==> src/pemc_map.vh <==
// Register map and constants for the protocol error mask control block.
// Assumes inclusion by bare name from design files in the same folder.
`ifndef PEMC_MAP_VH
`define PEMC_MAP_VH

`define PEMC_ADDR_W          8
`define PEMC_OFF_CTRL_STATUS 8'h00
`define PEMC_OFF_MASK_CTRL   8'h04
`define PEMC_OFF_DEVICE_CTRL 8'h08

`define PEMC_SEV_LOG_LSB     0
`define PEMC_SEV_LOG_MSB     5
`define PEMC_SEV_REP_LSB     8
`define PEMC_SEV_REP_MSB     13
`define PEMC_CLASS_LSB       16
`define PEMC_CLASS_MSB       25

`define PEMC_PEND_BIT        0
`define PEMC_MSGDIS_BIT      2
`define PEMC_LOG_DISABLE_BIT      3

`define PEMC_DISABLE_RESET   2'b11
`define PEMC_SEV_RESET       6'h00
`define PEMC_CLASS_RESET     10'h000

`define PEMC_RESP_OKAY       2'b00
`define PEMC_RESP_SLVERR     2'b10

`endif

==> src/pemc_top.v <==
// Protocol error mask control: AXI4-Lite register bank plus masking filter.
// Assumes a single 25 MHz clock, synchronous active-high reset, and that
// the error detector presents one error per cycle as a pulse.
`timescale 1ns/1ps
`include "pemc_map.vh"

module pemc_top (
	// Clock and reset
	input  wire        clk,
	input  wire        sys_rst,
	// AXI4-Lite write address
	input  wire [7:0]  s_axi_awaddr,
	input  wire        s_axi_awvalid,
	output reg         s_axi_awready,
	// AXI4-Lite write data
	input  wire [31:0] s_axi_wdata,
	input  wire [3:0]  s_axi_wstrb,
	input  wire        s_axi_wvalid,
	output reg         s_axi_wready,
	// AXI4-Lite write response
	output reg  [1:0]  s_axi_bresp,
	output reg         s_axi_bvalid,
	input  wire        s_axi_bready,
	// AXI4-Lite read address
	input  wire [7:0]  s_axi_araddr,
	input  wire        s_axi_arvalid,
	output reg         s_axi_arready,
	// AXI4-Lite read data
	output reg  [31:0] s_axi_rdata,
	output reg  [1:0]  s_axi_rresp,
	output reg         s_axi_rvalid,
	input  wire        s_axi_rready,
	// Error detector
	input  wire        errValid,
	input  wire [5:0]  errSeverity,
	input  wire [2:0]  errClass,
	// Decisions toward log and message logic
	output reg         logStrobe,
	output reg         reportStrobe,
	output reg         errorPending
);
	reg  [1:0] disableField;
	reg  [5:0] severityLogSuppress;
	reg  [5:0] severityReportSuppress;
	reg  [9:0] errorClassMask;
	reg        deviceErrorEnable;
	reg  [7:0] wrAddr;
	reg  [31:0] wrData;
	reg  [3:0] wrStrb;
	reg        haveAddr;
	reg        haveData;
	wire       allowLog;
	wire       allowReport;
	wire       doWrite;
	wire       clearPending;
	wire       setPending;

	// Masks are plain flops feeding a combinational filter, so a write is
	// effective on the very next cycle, ahead of any later read response.
	pemc_filter uFilter (
		.errSeverity            (errSeverity),
		.errClass               (errClass),
		.deviceErrorEnable      (deviceErrorEnable),
		.disableField           (disableField),
		.severityLogSuppress    (severityLogSuppress),
		.severityReportSuppress (severityReportSuppress),
		.errorClassMask         (errorClassMask),
		.allowLog               (allowLog),
		.allowReport            (allowReport)
	);

	assign doWrite = haveAddr && haveData && !s_axi_bvalid;
	assign clearPending = doWrite && (wrAddr == `PEMC_OFF_CTRL_STATUS) && wrStrb[0]
		&& wrData[`PEMC_PEND_BIT];
	assign setPending = errValid && allowLog;

	// Write channels, taken in either order
	always @(posedge clk) begin
		if (sys_rst) begin
			s_axi_awready <= 1'b0;
			s_axi_wready  <= 1'b0;
			haveAddr      <= 1'b0;
			haveData      <= 1'b0;
			wrAddr        <= 8'h00;
			wrData        <= 32'h00000000;
			wrStrb        <= 4'h0;
			s_axi_bvalid  <= 1'b0;
			s_axi_bresp   <= `PEMC_RESP_OKAY;
		end else begin
			s_axi_awready <= !haveAddr && !s_axi_awready && !s_axi_bvalid;
			s_axi_wready  <= !haveData && !s_axi_wready && !s_axi_bvalid;
			if (s_axi_awvalid && s_axi_awready) begin
				haveAddr <= 1'b1;
				wrAddr   <= s_axi_awaddr;
				s_axi_awready <= 1'b0;
			end
			if (s_axi_wvalid && s_axi_wready) begin
				haveData <= 1'b1;
				wrData   <= s_axi_wdata;
				wrStrb   <= s_axi_wstrb;
				s_axi_wready <= 1'b0;
			end
			if (doWrite) begin
				haveAddr     <= 1'b0;
				haveData     <= 1'b0;
				s_axi_bvalid <= 1'b1;
				case (wrAddr)
					`PEMC_OFF_CTRL_STATUS: s_axi_bresp <= `PEMC_RESP_OKAY;
					`PEMC_OFF_MASK_CTRL:   s_axi_bresp <= `PEMC_RESP_OKAY;
					`PEMC_OFF_DEVICE_CTRL: s_axi_bresp <= `PEMC_RESP_OKAY;
					default:               s_axi_bresp <= `PEMC_RESP_SLVERR;
				endcase
			end else if (s_axi_bvalid && s_axi_bready) begin
				s_axi_bvalid <= 1'b0;
			end
		end
	end

	// Register file
	always @(posedge clk) begin
		if (sys_rst) begin
			disableField           <= `PEMC_DISABLE_RESET;
			severityLogSuppress    <= `PEMC_SEV_RESET;
			severityReportSuppress <= `PEMC_SEV_RESET;
			errorClassMask         <= `PEMC_CLASS_RESET;
			deviceErrorEnable      <= 1'b0;
		end else if (doWrite) begin
			case (wrAddr)
				`PEMC_OFF_CTRL_STATUS: begin
					if (wrStrb[0])
						disableField <= wrData[`PEMC_LOG_DISABLE_BIT:`PEMC_MSGDIS_BIT];
				end
				`PEMC_OFF_MASK_CTRL: begin
					if (wrStrb[0])
						severityLogSuppress <= wrData[`PEMC_SEV_LOG_MSB:`PEMC_SEV_LOG_LSB];
					if (wrStrb[1])
						severityReportSuppress <= wrData[`PEMC_SEV_REP_MSB:`PEMC_SEV_REP_LSB];
					if (wrStrb[2])
						errorClassMask[7:0] <= wrData[23:16];
					if (wrStrb[3])
						errorClassMask[9:8] <= wrData[`PEMC_CLASS_MSB:24];
				end
				`PEMC_OFF_DEVICE_CTRL: begin
					if (wrStrb[0])
						deviceErrorEnable <= wrData[0];
				end
				default: begin
				end
			endcase
		end
	end

	// Pending flag: set wins over clear; masks never clear it
	always @(posedge clk) begin
		if (sys_rst) begin
			errorPending <= 1'b0;
			logStrobe    <= 1'b0;
			reportStrobe <= 1'b0;
		end else begin
			logStrobe    <= setPending;
			reportStrobe <= errValid && allowReport;
			if (setPending)
				errorPending <= 1'b1;
			else if (clearPending)
				errorPending <= 1'b0;
		end
	end

	// Read channel, one cycle after address taken
	always @(posedge clk) begin
		if (sys_rst) begin
			s_axi_arready <= 1'b0;
			s_axi_rvalid  <= 1'b0;
			s_axi_rdata   <= 32'h00000000;
			s_axi_rresp   <= `PEMC_RESP_OKAY;
		end else begin
			s_axi_arready <= !s_axi_arready && !s_axi_rvalid;
			if (s_axi_arvalid && s_axi_arready) begin
				s_axi_arready <= 1'b0;
				s_axi_rvalid  <= 1'b1;
				s_axi_rresp   <= `PEMC_RESP_OKAY;
				case (s_axi_araddr)
					`PEMC_OFF_CTRL_STATUS:
						s_axi_rdata <= {28'h0000000, disableField, 1'b0, errorPending};
					`PEMC_OFF_MASK_CTRL:
						s_axi_rdata <= {6'h00, errorClassMask, 2'b00, severityReportSuppress,
							2'b00, severityLogSuppress};
					`PEMC_OFF_DEVICE_CTRL:
						s_axi_rdata <= {31'h00000000, deviceErrorEnable};
					default: begin
						s_axi_rdata <= 32'h00000000;
						s_axi_rresp <= `PEMC_RESP_SLVERR;
					end
				endcase
			end else if (s_axi_rvalid && s_axi_rready) begin
				s_axi_rvalid <= 1'b0;
			end
		end
	end
endmodule

==> src/pemc_filter.v <==
// Error filter: decides whether a detected error is logged and reported.
// Assumes a one-hot severity and a class index from the error detector.
`timescale 1ns/1ps
`include "pemc_map.vh"

module pemc_filter (
	// Error description
	input  wire [5:0] errSeverity,
	input  wire [2:0] errClass,
	// Controls
	input  wire       deviceErrorEnable,
	input  wire [1:0] disableField,
	input  wire [5:0] severityLogSuppress,
	input  wire [5:0] severityReportSuppress,
	input  wire [9:0] errorClassMask,
	// Decisions
	output wire       allowLog,
	output wire       allowReport
);
	wire [4:0] classReportMask;
	wire [4:0] classLogMask;
	wire       classInRange;
	wire       validCode;

	genvar i;
	generate
		for (i = 0; i < 5; i = i + 1) begin : gSplit
			assign classReportMask[i] = errorClassMask[2 * i];
			assign classLogMask[i]    = errorClassMask[2 * i + 1];
		end
	endgenerate

	assign classInRange = (errClass < 3'h5);
	// Invalid code 01b is treated as fully disabled
	assign validCode = (disableField != 2'b01);

	assign allowLog = deviceErrorEnable && validCode && !disableField[0] && classInRange
		&& ((errSeverity & severityLogSuppress) == 6'h00)
		&& !classLogMask[errClass];
	assign allowReport = allowLog && !disableField[1]
		&& ((errSeverity & severityReportSuppress) == 6'h00)
		&& !classReportMask[errClass];
endmodule

==> config.mk <==
export PLATFORM = sky130hd
export DESIGN_NAME = pemc_top
export DESIGN_NICKNAME = d
export VERILOG_FILES = /design/src/pemc_top.v /design/src/pemc_filter.v
export VERILOG_INCLUDE_DIRS = /design/src
export SDC_FILE = /design/constraint.sdc
export NUM_CORES = 1
export LEC_CHECK = 0
export CELL_PAD_IN_SITES_DETAIL_PLACEMENT = 0
export CELL_PAD_IN_SITES_GLOBAL_PLACEMENT = 2
export CORE_MARGIN = 3
export CORE_UTILIZATION = 41
export CTS_BUF_LIST = sky130_fd_sc_hd__clkbuf_4
export CTS_CLUSTER_DIAMETER = 40
export DETAILED_ROUTE_END_ITERATION = 12
export DONT_BUFFER_PORTS = 1
export PLACE_DENSITY = 0.92
export RECOVER_POWER = 100
export SETUP_SLACK_MARGIN = 0.2
export SYNTH_ARGS = -nofsm -noshare
export SYNTH_HDL_FRONTEND = slang
export SYNTH_SLANG_ARGS = --single-unit
==> constraint.sdc <==
create_clock -name clk -period 4.85 [get_ports clk]
set_clock_uncertainty 0.2 [all_clocks]
set_input_delay 0 -clock clk [delete_from_list [all_inputs] [get_ports clk]]
set_output_delay 0 -clock clk [all_outputs]
set_load 0.02 [all_outputs]
# After elaboration in Yosys (flattened, before gate mapping)
# Cells that the tools add are included.
word_totals:
  output_inout_bits: 44
  regBits: 109
  in_bits: 69
  word_cells: 99
classes:
  reduce_logical: 55
  mux: 13
  eq_ne: 5
  n_bitwise: 2
  n_lt_le_gt_ge: 2
op_table:
  columns: ["operator", "count"]
  rows:
  - ["26-bit case mux with 3 select lines", 1]
  - ["1-bit logical AND", 25]
  - ["3-bit AND reduction", 6]
  - ["8-bit by 3-bit equality test with 1-bit output (second input constant)", 2]
  - ["8-bit by 4-bit equality test with 1-bit output (second input constant)", 2]
  - ["8-bit zero test", 2]
  - ["6-bit AND", 2]
  - ["6-bit zero test", 2]
  - ["1-bit zero test", 11]
  - ["1-bit 2-to-1 mux", 8]
  - ["2-bit OR reduction", 4]
  - ["1-bit binary-select mux with 3-bit select", 2]
  - ["2-bit nonzero test", 3]
  - ["3-bit OR reduction", 2]
  - ["3-bit by 4-bit < comparator with 1-bit output (second input constant)", 1]
  - ["2-bit 2-to-1 mux", 2]
  - ["3-bit < comparator (second input constant)", 1]
  - ["2-bit by 1-bit != test with 1-bit output (second input constant)", 1]

# Depth between registers and ports, before layout
# Gate-level depths: netlist (run 1).
depth:
  word_depth: 10
  depth_mapped: 6
  mapped_depth_nobuf: 4

# Cells and area by module
# Synthesis (run 1) repeated with hierarchy kept, for this count alone.
unflattened:
  hier_cells: 442
  area_unflattened_um2: 3763.6
by_module_without_submodules:
  columns: ["module", "seq_area_each_um2", "area_per_inst_um2", "n_inst", "cells_per_inst"]
  rows:
  - ["pemc_top", 1861.8, 3588.4, 1, 423]
  - ["pemc_filter", 0.0, 175.2, 1, 19]

# Worst setup path after synthesis (run 1)
# Ideal clock, no wire load.
synth_timing:
  path_type: "reg2reg"
  startpoint: "register wrAddr[0]"
  endpoint: "register errorPending"
  slack_ns: 2.756
  t_arrival_ns: 1.777
  setup_ns: 0.116
  required_time_ns: 4.534
  n_path_buf: 1
  stages_incl_launch_ff: 6
  period_less_slack_ns: 2.094
  path_cell_list: "dfxtp_1 -> or4_4 -> buf_6 -> nor4_1 -> nand2_1 -> a31o_2"
synth_between:
  elab_chain_cells: 5
synth_rtl:
  columns: ["item", "line_no", "source"]
  rows:
  - ["start: declaration", "pemc_top.v:47", "reg [7:0] wrAddr;"]
  - ["start signal: assignment", "pemc_top.v:94", "wrAddr <= s_axi_awaddr;"]
  - ["8-bit zero test", null, null]
  - ["1-bit logical AND (3 in a row)", "pemc_top.v:73", "assign clearPending = doWrite && (wrAddr == `PEMC_OFF_CTRL_STATUS) && wrStrb[0]"]
  - ["2-bit nonzero test (no line)", null, null]
  - ["end signal: assignment", "pemc_top.v:156", "errorPending <= 1'b0;"]
  - ["end signal: assignment", "pemc_top.v:163", "errorPending <= 1'b1;"]
  - ["end signal: assignment", "pemc_top.v:165", "errorPending <= 1'b0;"]
  - ["end: declaration", "pemc_top.v:40", "output reg errorPending"]
# No other way between the ends.
# A chain may end at the register's enable or synchronous reset.

# Worst setup path in the final report (run 1)
layout_timing:
  startpoint: "register s_axi_arready"
  endpoint: "register s_axi_rdata[12]"
layout_between:
  elab_chain_cells: 1
layout_rtl:
  columns: ["item", "line_no", "source"]
  rows:
  - ["start: declaration", "pemc_top.v:27", "output reg s_axi_arready,"]
  - ["start signal: assignment", "pemc_top.v:177", "s_axi_arready <= !s_axi_arready && !s_axi_rvalid;"]
  - ["1-bit logical AND", "pemc_top.v:178", "if (s_axi_arvalid && s_axi_arready) begin"]
  - ["end signal: assignment", "pemc_top.v:184", "s_axi_rdata <= {28'h0000000, disableField, 1'b0, errorPending};"]
  - ["end signal: assignment", "pemc_top.v:186", "s_axi_rdata <= {6'h00, errorClassMask, 2'b00, severityReportSuppress,"]
  - ["end signal: assignment", "pemc_top.v:189", "s_axi_rdata <= {31'h00000000, deviceErrorEnable};"]
  - ["end: declaration", "pemc_top.v:29", "output reg [31:0] s_axi_rdata,"]
# No other way between the ends.

==> qor.csv, run 1 <==
stage,metric,value,unit
route,DR pass1 iterations,4,
cts,Bufs on Longest Clock Path,2,
setup_path,CP Max Fanout,19,
setup_path,Slowest cell on crit path,clkbuf_1,
timing,unrepaired setup endpoints after global routing,false,
yosys,ys flop type,dfxtp_1,
yosys,Yosys cell types,34,
placed_design,IO buf count,0,
yosys,Post-synth EDFFs,0,
cells_and_area,nets,534,
global_route,initial antenna violation count,0,
route,wire per inst,16.1,µm
cts,Root Driver,clkbuf_4,
route,vias per cell,5.22,
timing,Rel. slew slack,-0.419,
global_route,met2 GRT Util,0.316,
outcome,outcome,"finished, violations left",
placed_design,post-DP HPWL,5650,µm
cts,total CTS buffers,9,
cells_and_area,layout cell share with drive strength beyond 1,0.0511,
die,I/O pins,113,
setup_path,crit path kind,reg2reg,
route,Iter 0 DRT Violations,118,
die,Rows,33,
cts,CTS tree,yes,
setup_path,worst endpoint required time,5050,ps
cts,clk slew on worst S/H paths,150,ps
cells_and_area,"Core Util, Final",0.538,
yosys,syn_area_per_cell,9.05,µm²
cells_and_area,area delta synth->final,24.4,%
cells_and_area,Ant. Diodes,0,
route,# DRC,0,
job,maxcap violations,3,
global_route,vias in the first global route,3052,
route,Via Count,3004,
yosys,Synth top area share,0.513,
yosys,synth warn,0,
setup_path,"Data arrival, critical path",4070,ps
setup_path,Worst Setup Start Kind,flop,
setup_path,"most used cell, CP",dlygate4sd3_1,
outcome,failing checks,"max-capacitance violations, max-slew violations",
yosys,"Async S/R FF share, synth",0,
route,final WL,9270,µm
setup_path,CP Capture Type,flop,
yosys,cell area after synthesis,3630,µm²
route,Antenna Nets Post-Route,0,
pwr,Peak VDD IR,0.160,mV
timing,Worst-Margin Slew,2110,ps
timing,Final min period,3870,ps
global_route,gr ovfl total,0,
die,starting density of the core,0.433,
global_route,grt peak-use layer,met2,
die,Die H,100,µm
yosys,synth top area cells,"dfxtp_1 (51%), mux2i_1 (7.7%), nand2_1 (7.2%), a21oi_1 (5.7%), nor2_1 (5.5%)",
cts,CTS Sinks,93,
cells_and_area,Reg area,1860,µm²
global_route,GRT Total Usage,0.190,
cts,Clock Latency Late Sink,440,ps
timing,final count of pins violating max slew,23,
cts,CTS HTree Levels,3,
timing,setup TNS,0,ps
global_route,met1 usage,0.236,
yosys,cell taking the most area after synthesis,dfxtp_1,
yosys,register bit count reported by yosys,93,
pwr,P per Cell Area,310,nW/µm²
yosys,Cells after Synth,401,
timing,Final Hold Viols,0,
hold_path,worst hold path class,in2reg,
global_route,largest net degree at the start of global routing,91,
timing,fin crit share,0.798,
cells_and_area,filler cell count,802,
global_route,met3 usage,0.0528,
cells_and_area,multi-input logic area,1570,µm²
setup_path,FF-to-FF path depth,8,
pwr,P_leak,1.57,nW
placed_design,GPL Wtd Cong,0.776,
die,CORE AREA,8380,µm²
yosys,sequential share of the synthesized area,0.513,
hold_path,worst hold path cell count,3,
setup_path,Crit path largest cell delay,790,ps
die,Die Wd,100,µm
timing,final-report setup violation count,0,
die,Die Area,10000,µm²
timing,fmax,258,MHz
setup_path,"Cell Chain, Critical Path","nand3_1, dlygate4sd3_1, nor4_4, dlygate4sd3_1, clkbuf_1, a22oi_1, nor2_1, dlygate4sd3_1",
global_route,first-pass GRT wire length,15200,µm
==> timing repair <==
| action | CTS | global route |
|---|---|---|
| hold buffers | 76 | 0 |
| hold endpoints to repair | 93 | 0 |
| buffers inserted | 0 | 0 |
| setup endpoints to repair | 0 | 0 |
| resized for setup | 0 | 0 |
==> critical path: cells and delay by family (launching register included) <==
family,cells,cell delay (ps)
buf+inv,4,2520
flops,1,570
simple gates,3,380
compound gates,1,150
==> metrics by stage <==
stage          hold slack [ps]  area [µm²]  total power, mW  cells  setup WS [ps]
4_1_cts                   3.42        4560             1.41    575           1590
2_1_floorplan            -64.0        3670            0.895    412           2760
6_report                  27.2        4510             1.40    575            981
5_1_grt                   13.6        4510             1.46    575            780
3_3_place_gp              -123        3620            0.885    483           2570
3_5_place_dp              -118        3620            0.888    483           2530
==> final cells by class <==
class                           count  area share
Multi-Input combinational cell    282       0.347
Inverter                            2     0.00166
Clock inverter                      6      0.0194
Tap cell                          105      0.0291
Clock buffer                       10      0.0166
Timing Repair Buffer               77       0.173
Sequential cell                    93       0.413
==> registers in the layout, summed over array words and instances (netlist names), 2 cells and up <==
name	flops
disableField	2
s_axi_rdata	22
wrAddr	8
wrData	22
errorClassMask	10
wrStrb	4
severityReportSuppress	6
severityLogSuppress	6
==> final timing paths <==
path                          end             from  slack [ps]
setup reg to reg  s_axi_rdata[12]    s_axi_arready         980
hold / removal         wrData[12]  s_axi_wdata[12]          30
setup / recovery  s_axi_rdata[12]    s_axi_arready         980
hold reg to reg         wrData[8]        wrData[8]         260
==> layout by cell type, fill, tap and decap left out, drive strengths merged, types with 6 or more instances in the layout <==
cell type     n
a21oi        41
a22oi        25
clkbuf       11
conb         12
dfxtp        93
dlygate4sd3  75
mux2i        28
nand2        70
nand3        10
nand3b        6
nor2         53
nor3          7
nor4          9
==> cell families (layout without fill, tap and decap cells) <==
group | Yosys count | in the layout | synth area share
AND/OR/NAND/NOR | 166 | 166 | 0.218
AO/OA/AOI/OAI | 74 | 74 | 0.125
multiplexers | 30 | 30 | 0.0897
other | 1 | 12 | 0.00103
flip-flops | 93 | 93 | 0.513
buffers and inverters | 37 | 95 | 0.0531
==> cell usage after synthesis (2+ instances only) <==
master / instances
a2111oi_0: 2
dfxtp_1: 93
a22oi_1: 25
a21oi_1: 41
nor4_4: 4
mux4_2: 2
nand3_1: 10
nor4_1: 5
buf_4: 12
clkbuf_1: 21
or2_2: 2
inv_1: 2
nand3b_1: 5
mux2i_1: 28
nor3_1: 7
nand2b_1: 2
nand4_1: 2
nand2_1: 70
nor2_1: 53
==> power breakdown <==
part | leakage [nW] | switching (mW) | internal [mW]
registers | 0.753 | 0.0213 | 0.783
clock network | 0.0803 | 0.262 | 0.214
logic | 0.740 | 0.0635 | 0.0552
==> routing by layer <==
metal	part of all wire	wire, µm
met1	0.44	4050
met2	0.48	4420
met3	0.068	633
met4	0.019	174
met5	0	0
(Power assumes the default switching activity.)
==> inputs of run 2 (changes only) <==
CORE_UTILIZATION = 38   (was 41)
PLACE_DENSITY = 0.87   (was 0.92)
clock period = 3.85 ns   (was 4.85 ns; I/O delays follow)
==> run 2 against run 1 <==
The run still ends with max-capacitance violations, max-slew violations left. First-iteration DRC count rose by 52%. Count of clock-buffer cells in the layout fell by 1. Power rose by 19%. Sequential power rose by 26%. Utilization fell by 5.7 points. Worst setup slack got worse by 390 ps. Sequential cell count did not move. Wire length fell by 1.2%. Largest power group unchanged.
==> qor.csv, run 2 (synthesis results as in run 1) <==
stage,metric,value,unit
setup_path,crit path kind,reg2reg,
die,Die Area,10800,µm²
job,maxcap violations,3,
timing,Final min period,3260,ps
hold_path,worst hold path class,in2reg,
cells_and_area,layout cell share with drive strength beyond 1,0.0517,
placed_design,GPL Wtd Cong,0.780,
cts,CTS tree,yes,
timing,fin crit share,0.846,
cts,CTS Sinks,93,
global_route,largest net degree at the start of global routing,91,
die,starting density of the core,0.393,
pwr,total power,1.67,mW
pwr,P per Cell Area,376,nW/µm²
route,final WL,9170,µm
route,# DRC,0,
route,Via Count,2946,
cts,Hold Buf Count CTS,71,
cells_and_area,Reg area,1860,µm²
route,wire per inst,15.5,µm
setup_path,worst endpoint required time,3970,ps
route,Antenna Nets Post-Route,0,
cells_and_area,"commonest non-fill, non-tap cell in the layout",dfxtp_1,
global_route,GRT Total Usage,0.171,
cells_and_area,area delta synth->final,22.5,%
global_route,vias in the first global route,3024,
outcome,outcome,"finished, violations left",
cts,Clock Latency Late Sink,440,ps
global_route,initial antenna violation count,0,
cts,CTS HTree Levels,3,
cells_and_area,multi-input logic area,1550,µm²
die,Die Wd,104,µm
setup_path,CP Max Fanout,8,
die,Rows,35,
cts,post_cts resized,0,
cells_and_area,filler cell count,908,
timing,Rel. slew slack,-0.398,
route,Iter 0 DRT Violations,179,
die,CORE AREA,9240,µm²
cts,Root Driver,clkbuf_4,
placed_design,IO buf count,0,
cells_and_area,Ant. Diodes,0,
setup_path,Worst Setup Start Kind,flop,
pwr,P_leak,1.54,nW
cts,clk slew on worst S/H paths,170,ps
cts,Bufs on Longest Clock Path,2,
timing,unrepaired setup endpoints after global routing,false,
setup_path,CP Capture Type,flop,
timing,final-report setup violation count,0,
cells_and_area,Largest regs,"s_axi_rdata: 22 flops, wrData: 22 flops, errorClassMask: 10 flops",
pwr,Peak VDD IR,0.170,mV
timing,Final Hold Viols,0,
timing,Worst-Margin Slew,2080,ps
outcome,failing checks,"max-capacitance violations, max-slew violations",
global_route,first-pass GRT wire length,15100,µm
route,vias per cell,4.97,
global_route,gr ovfl total,0,
die,I/O pins,113,
route,DR pass1 iterations,5,
placed_design,post-DP HPWL,5670,µm
cts,total CTS buffers,9,
timing,final count of pins violating max slew,23,
cells_and_area,most frequent cells in the layout,"dfxtp_1 (93), nand2_1 (70), dlygate4sd3_1 (70)",
cts,post-CTS setup buffer count,0,
die,Die H,104,µm
cells_and_area,nets,528,
timing,setup TNS,0,ps
setup_path,"Data arrival, critical path",3380,ps
timing,fmax,307,MHz
[run 2: cell types whose count changed in the layout (fill, tap and decap cells not counted), sizes merged]
cell,before,now
bufinv,2,0
clkbuf,11,9
clkinvlp,2,1
dlygate4sd3,75,70
inv,2,6
[run 2: cell type report]
type / count / share of cell area
Sequential cell: 93 / 0.419
Multi-Input combinational cell: 282 / 0.349
Timing Repair Buffer: 71 / 0.164
Tap cell: 129 / 0.0363
Clock buffer: 9 / 0.0152
Clock inverter: 7 / 0.0146
Inverter: 2 / 0.00169
[run 2: metal layers]
| layer | vias to the layer above | routed length [µm] | share of wire | GRT usage |
|---|---|---|---|---|
| met5 | - | 0 | 0 | 0 |
| met1 | 1363 | 4260 | 0.46 | 0.214 |
| li1 | 1487 | - | - | - |
| met3 | 14 | 515 | 0.056 | 0.0474 |
| met4 | 0 | 172 | 0.019 | 0.0693 |
| met2 | 82 | 4220 | 0.46 | 0.279 |
[run 2: report_power, final]
part           total (mW)  switching, mW  internal [mW]
sequential           1.01         0.0262          0.987
clock               0.509          0.360          0.149
combinational       0.147         0.0795         0.0676
[run 2: worst paths after layout]
path / start / endpoint / slack, ps / cells after the start
hold / removal: s_axi_wdata[13] / wrData[13] / 40 / 3
setup reg to reg: wrAddr[0] / errorClassMask[6] / 590 / 4
hold reg to reg: wrAddr[5] / wrAddr[5] / 260 / 2
setup / recovery: wrAddr[0] / errorClassMask[6] / 590 / 4
[run 2: worst max-delay path: stages, from the launching register on]
cell	delay [ps]
dfxtp_1	350
or4_4	590
nor4_1	1640
mux2i_1	320
nor2_1	50
[run 2: metrics by stage]
step / utilization / instance area (µm²) / cells / hold WS, ps / setup slack, ps
final: 0.481 / 4440 / 593 / 42.6 / 594
after detailed placement: 0.394 / 3640 / 506 / -122 / 1480
after global placement: 0.394 / 3640 / 506 / -124 / 1520
after floorplan: - / 3670 / 412 / -64.0 / 1760
after global routing: 0.481 / 4440 / 593 / 12.0 / 411
after CTS: 0.488 / 4510 / 593 / 10.2 / 810
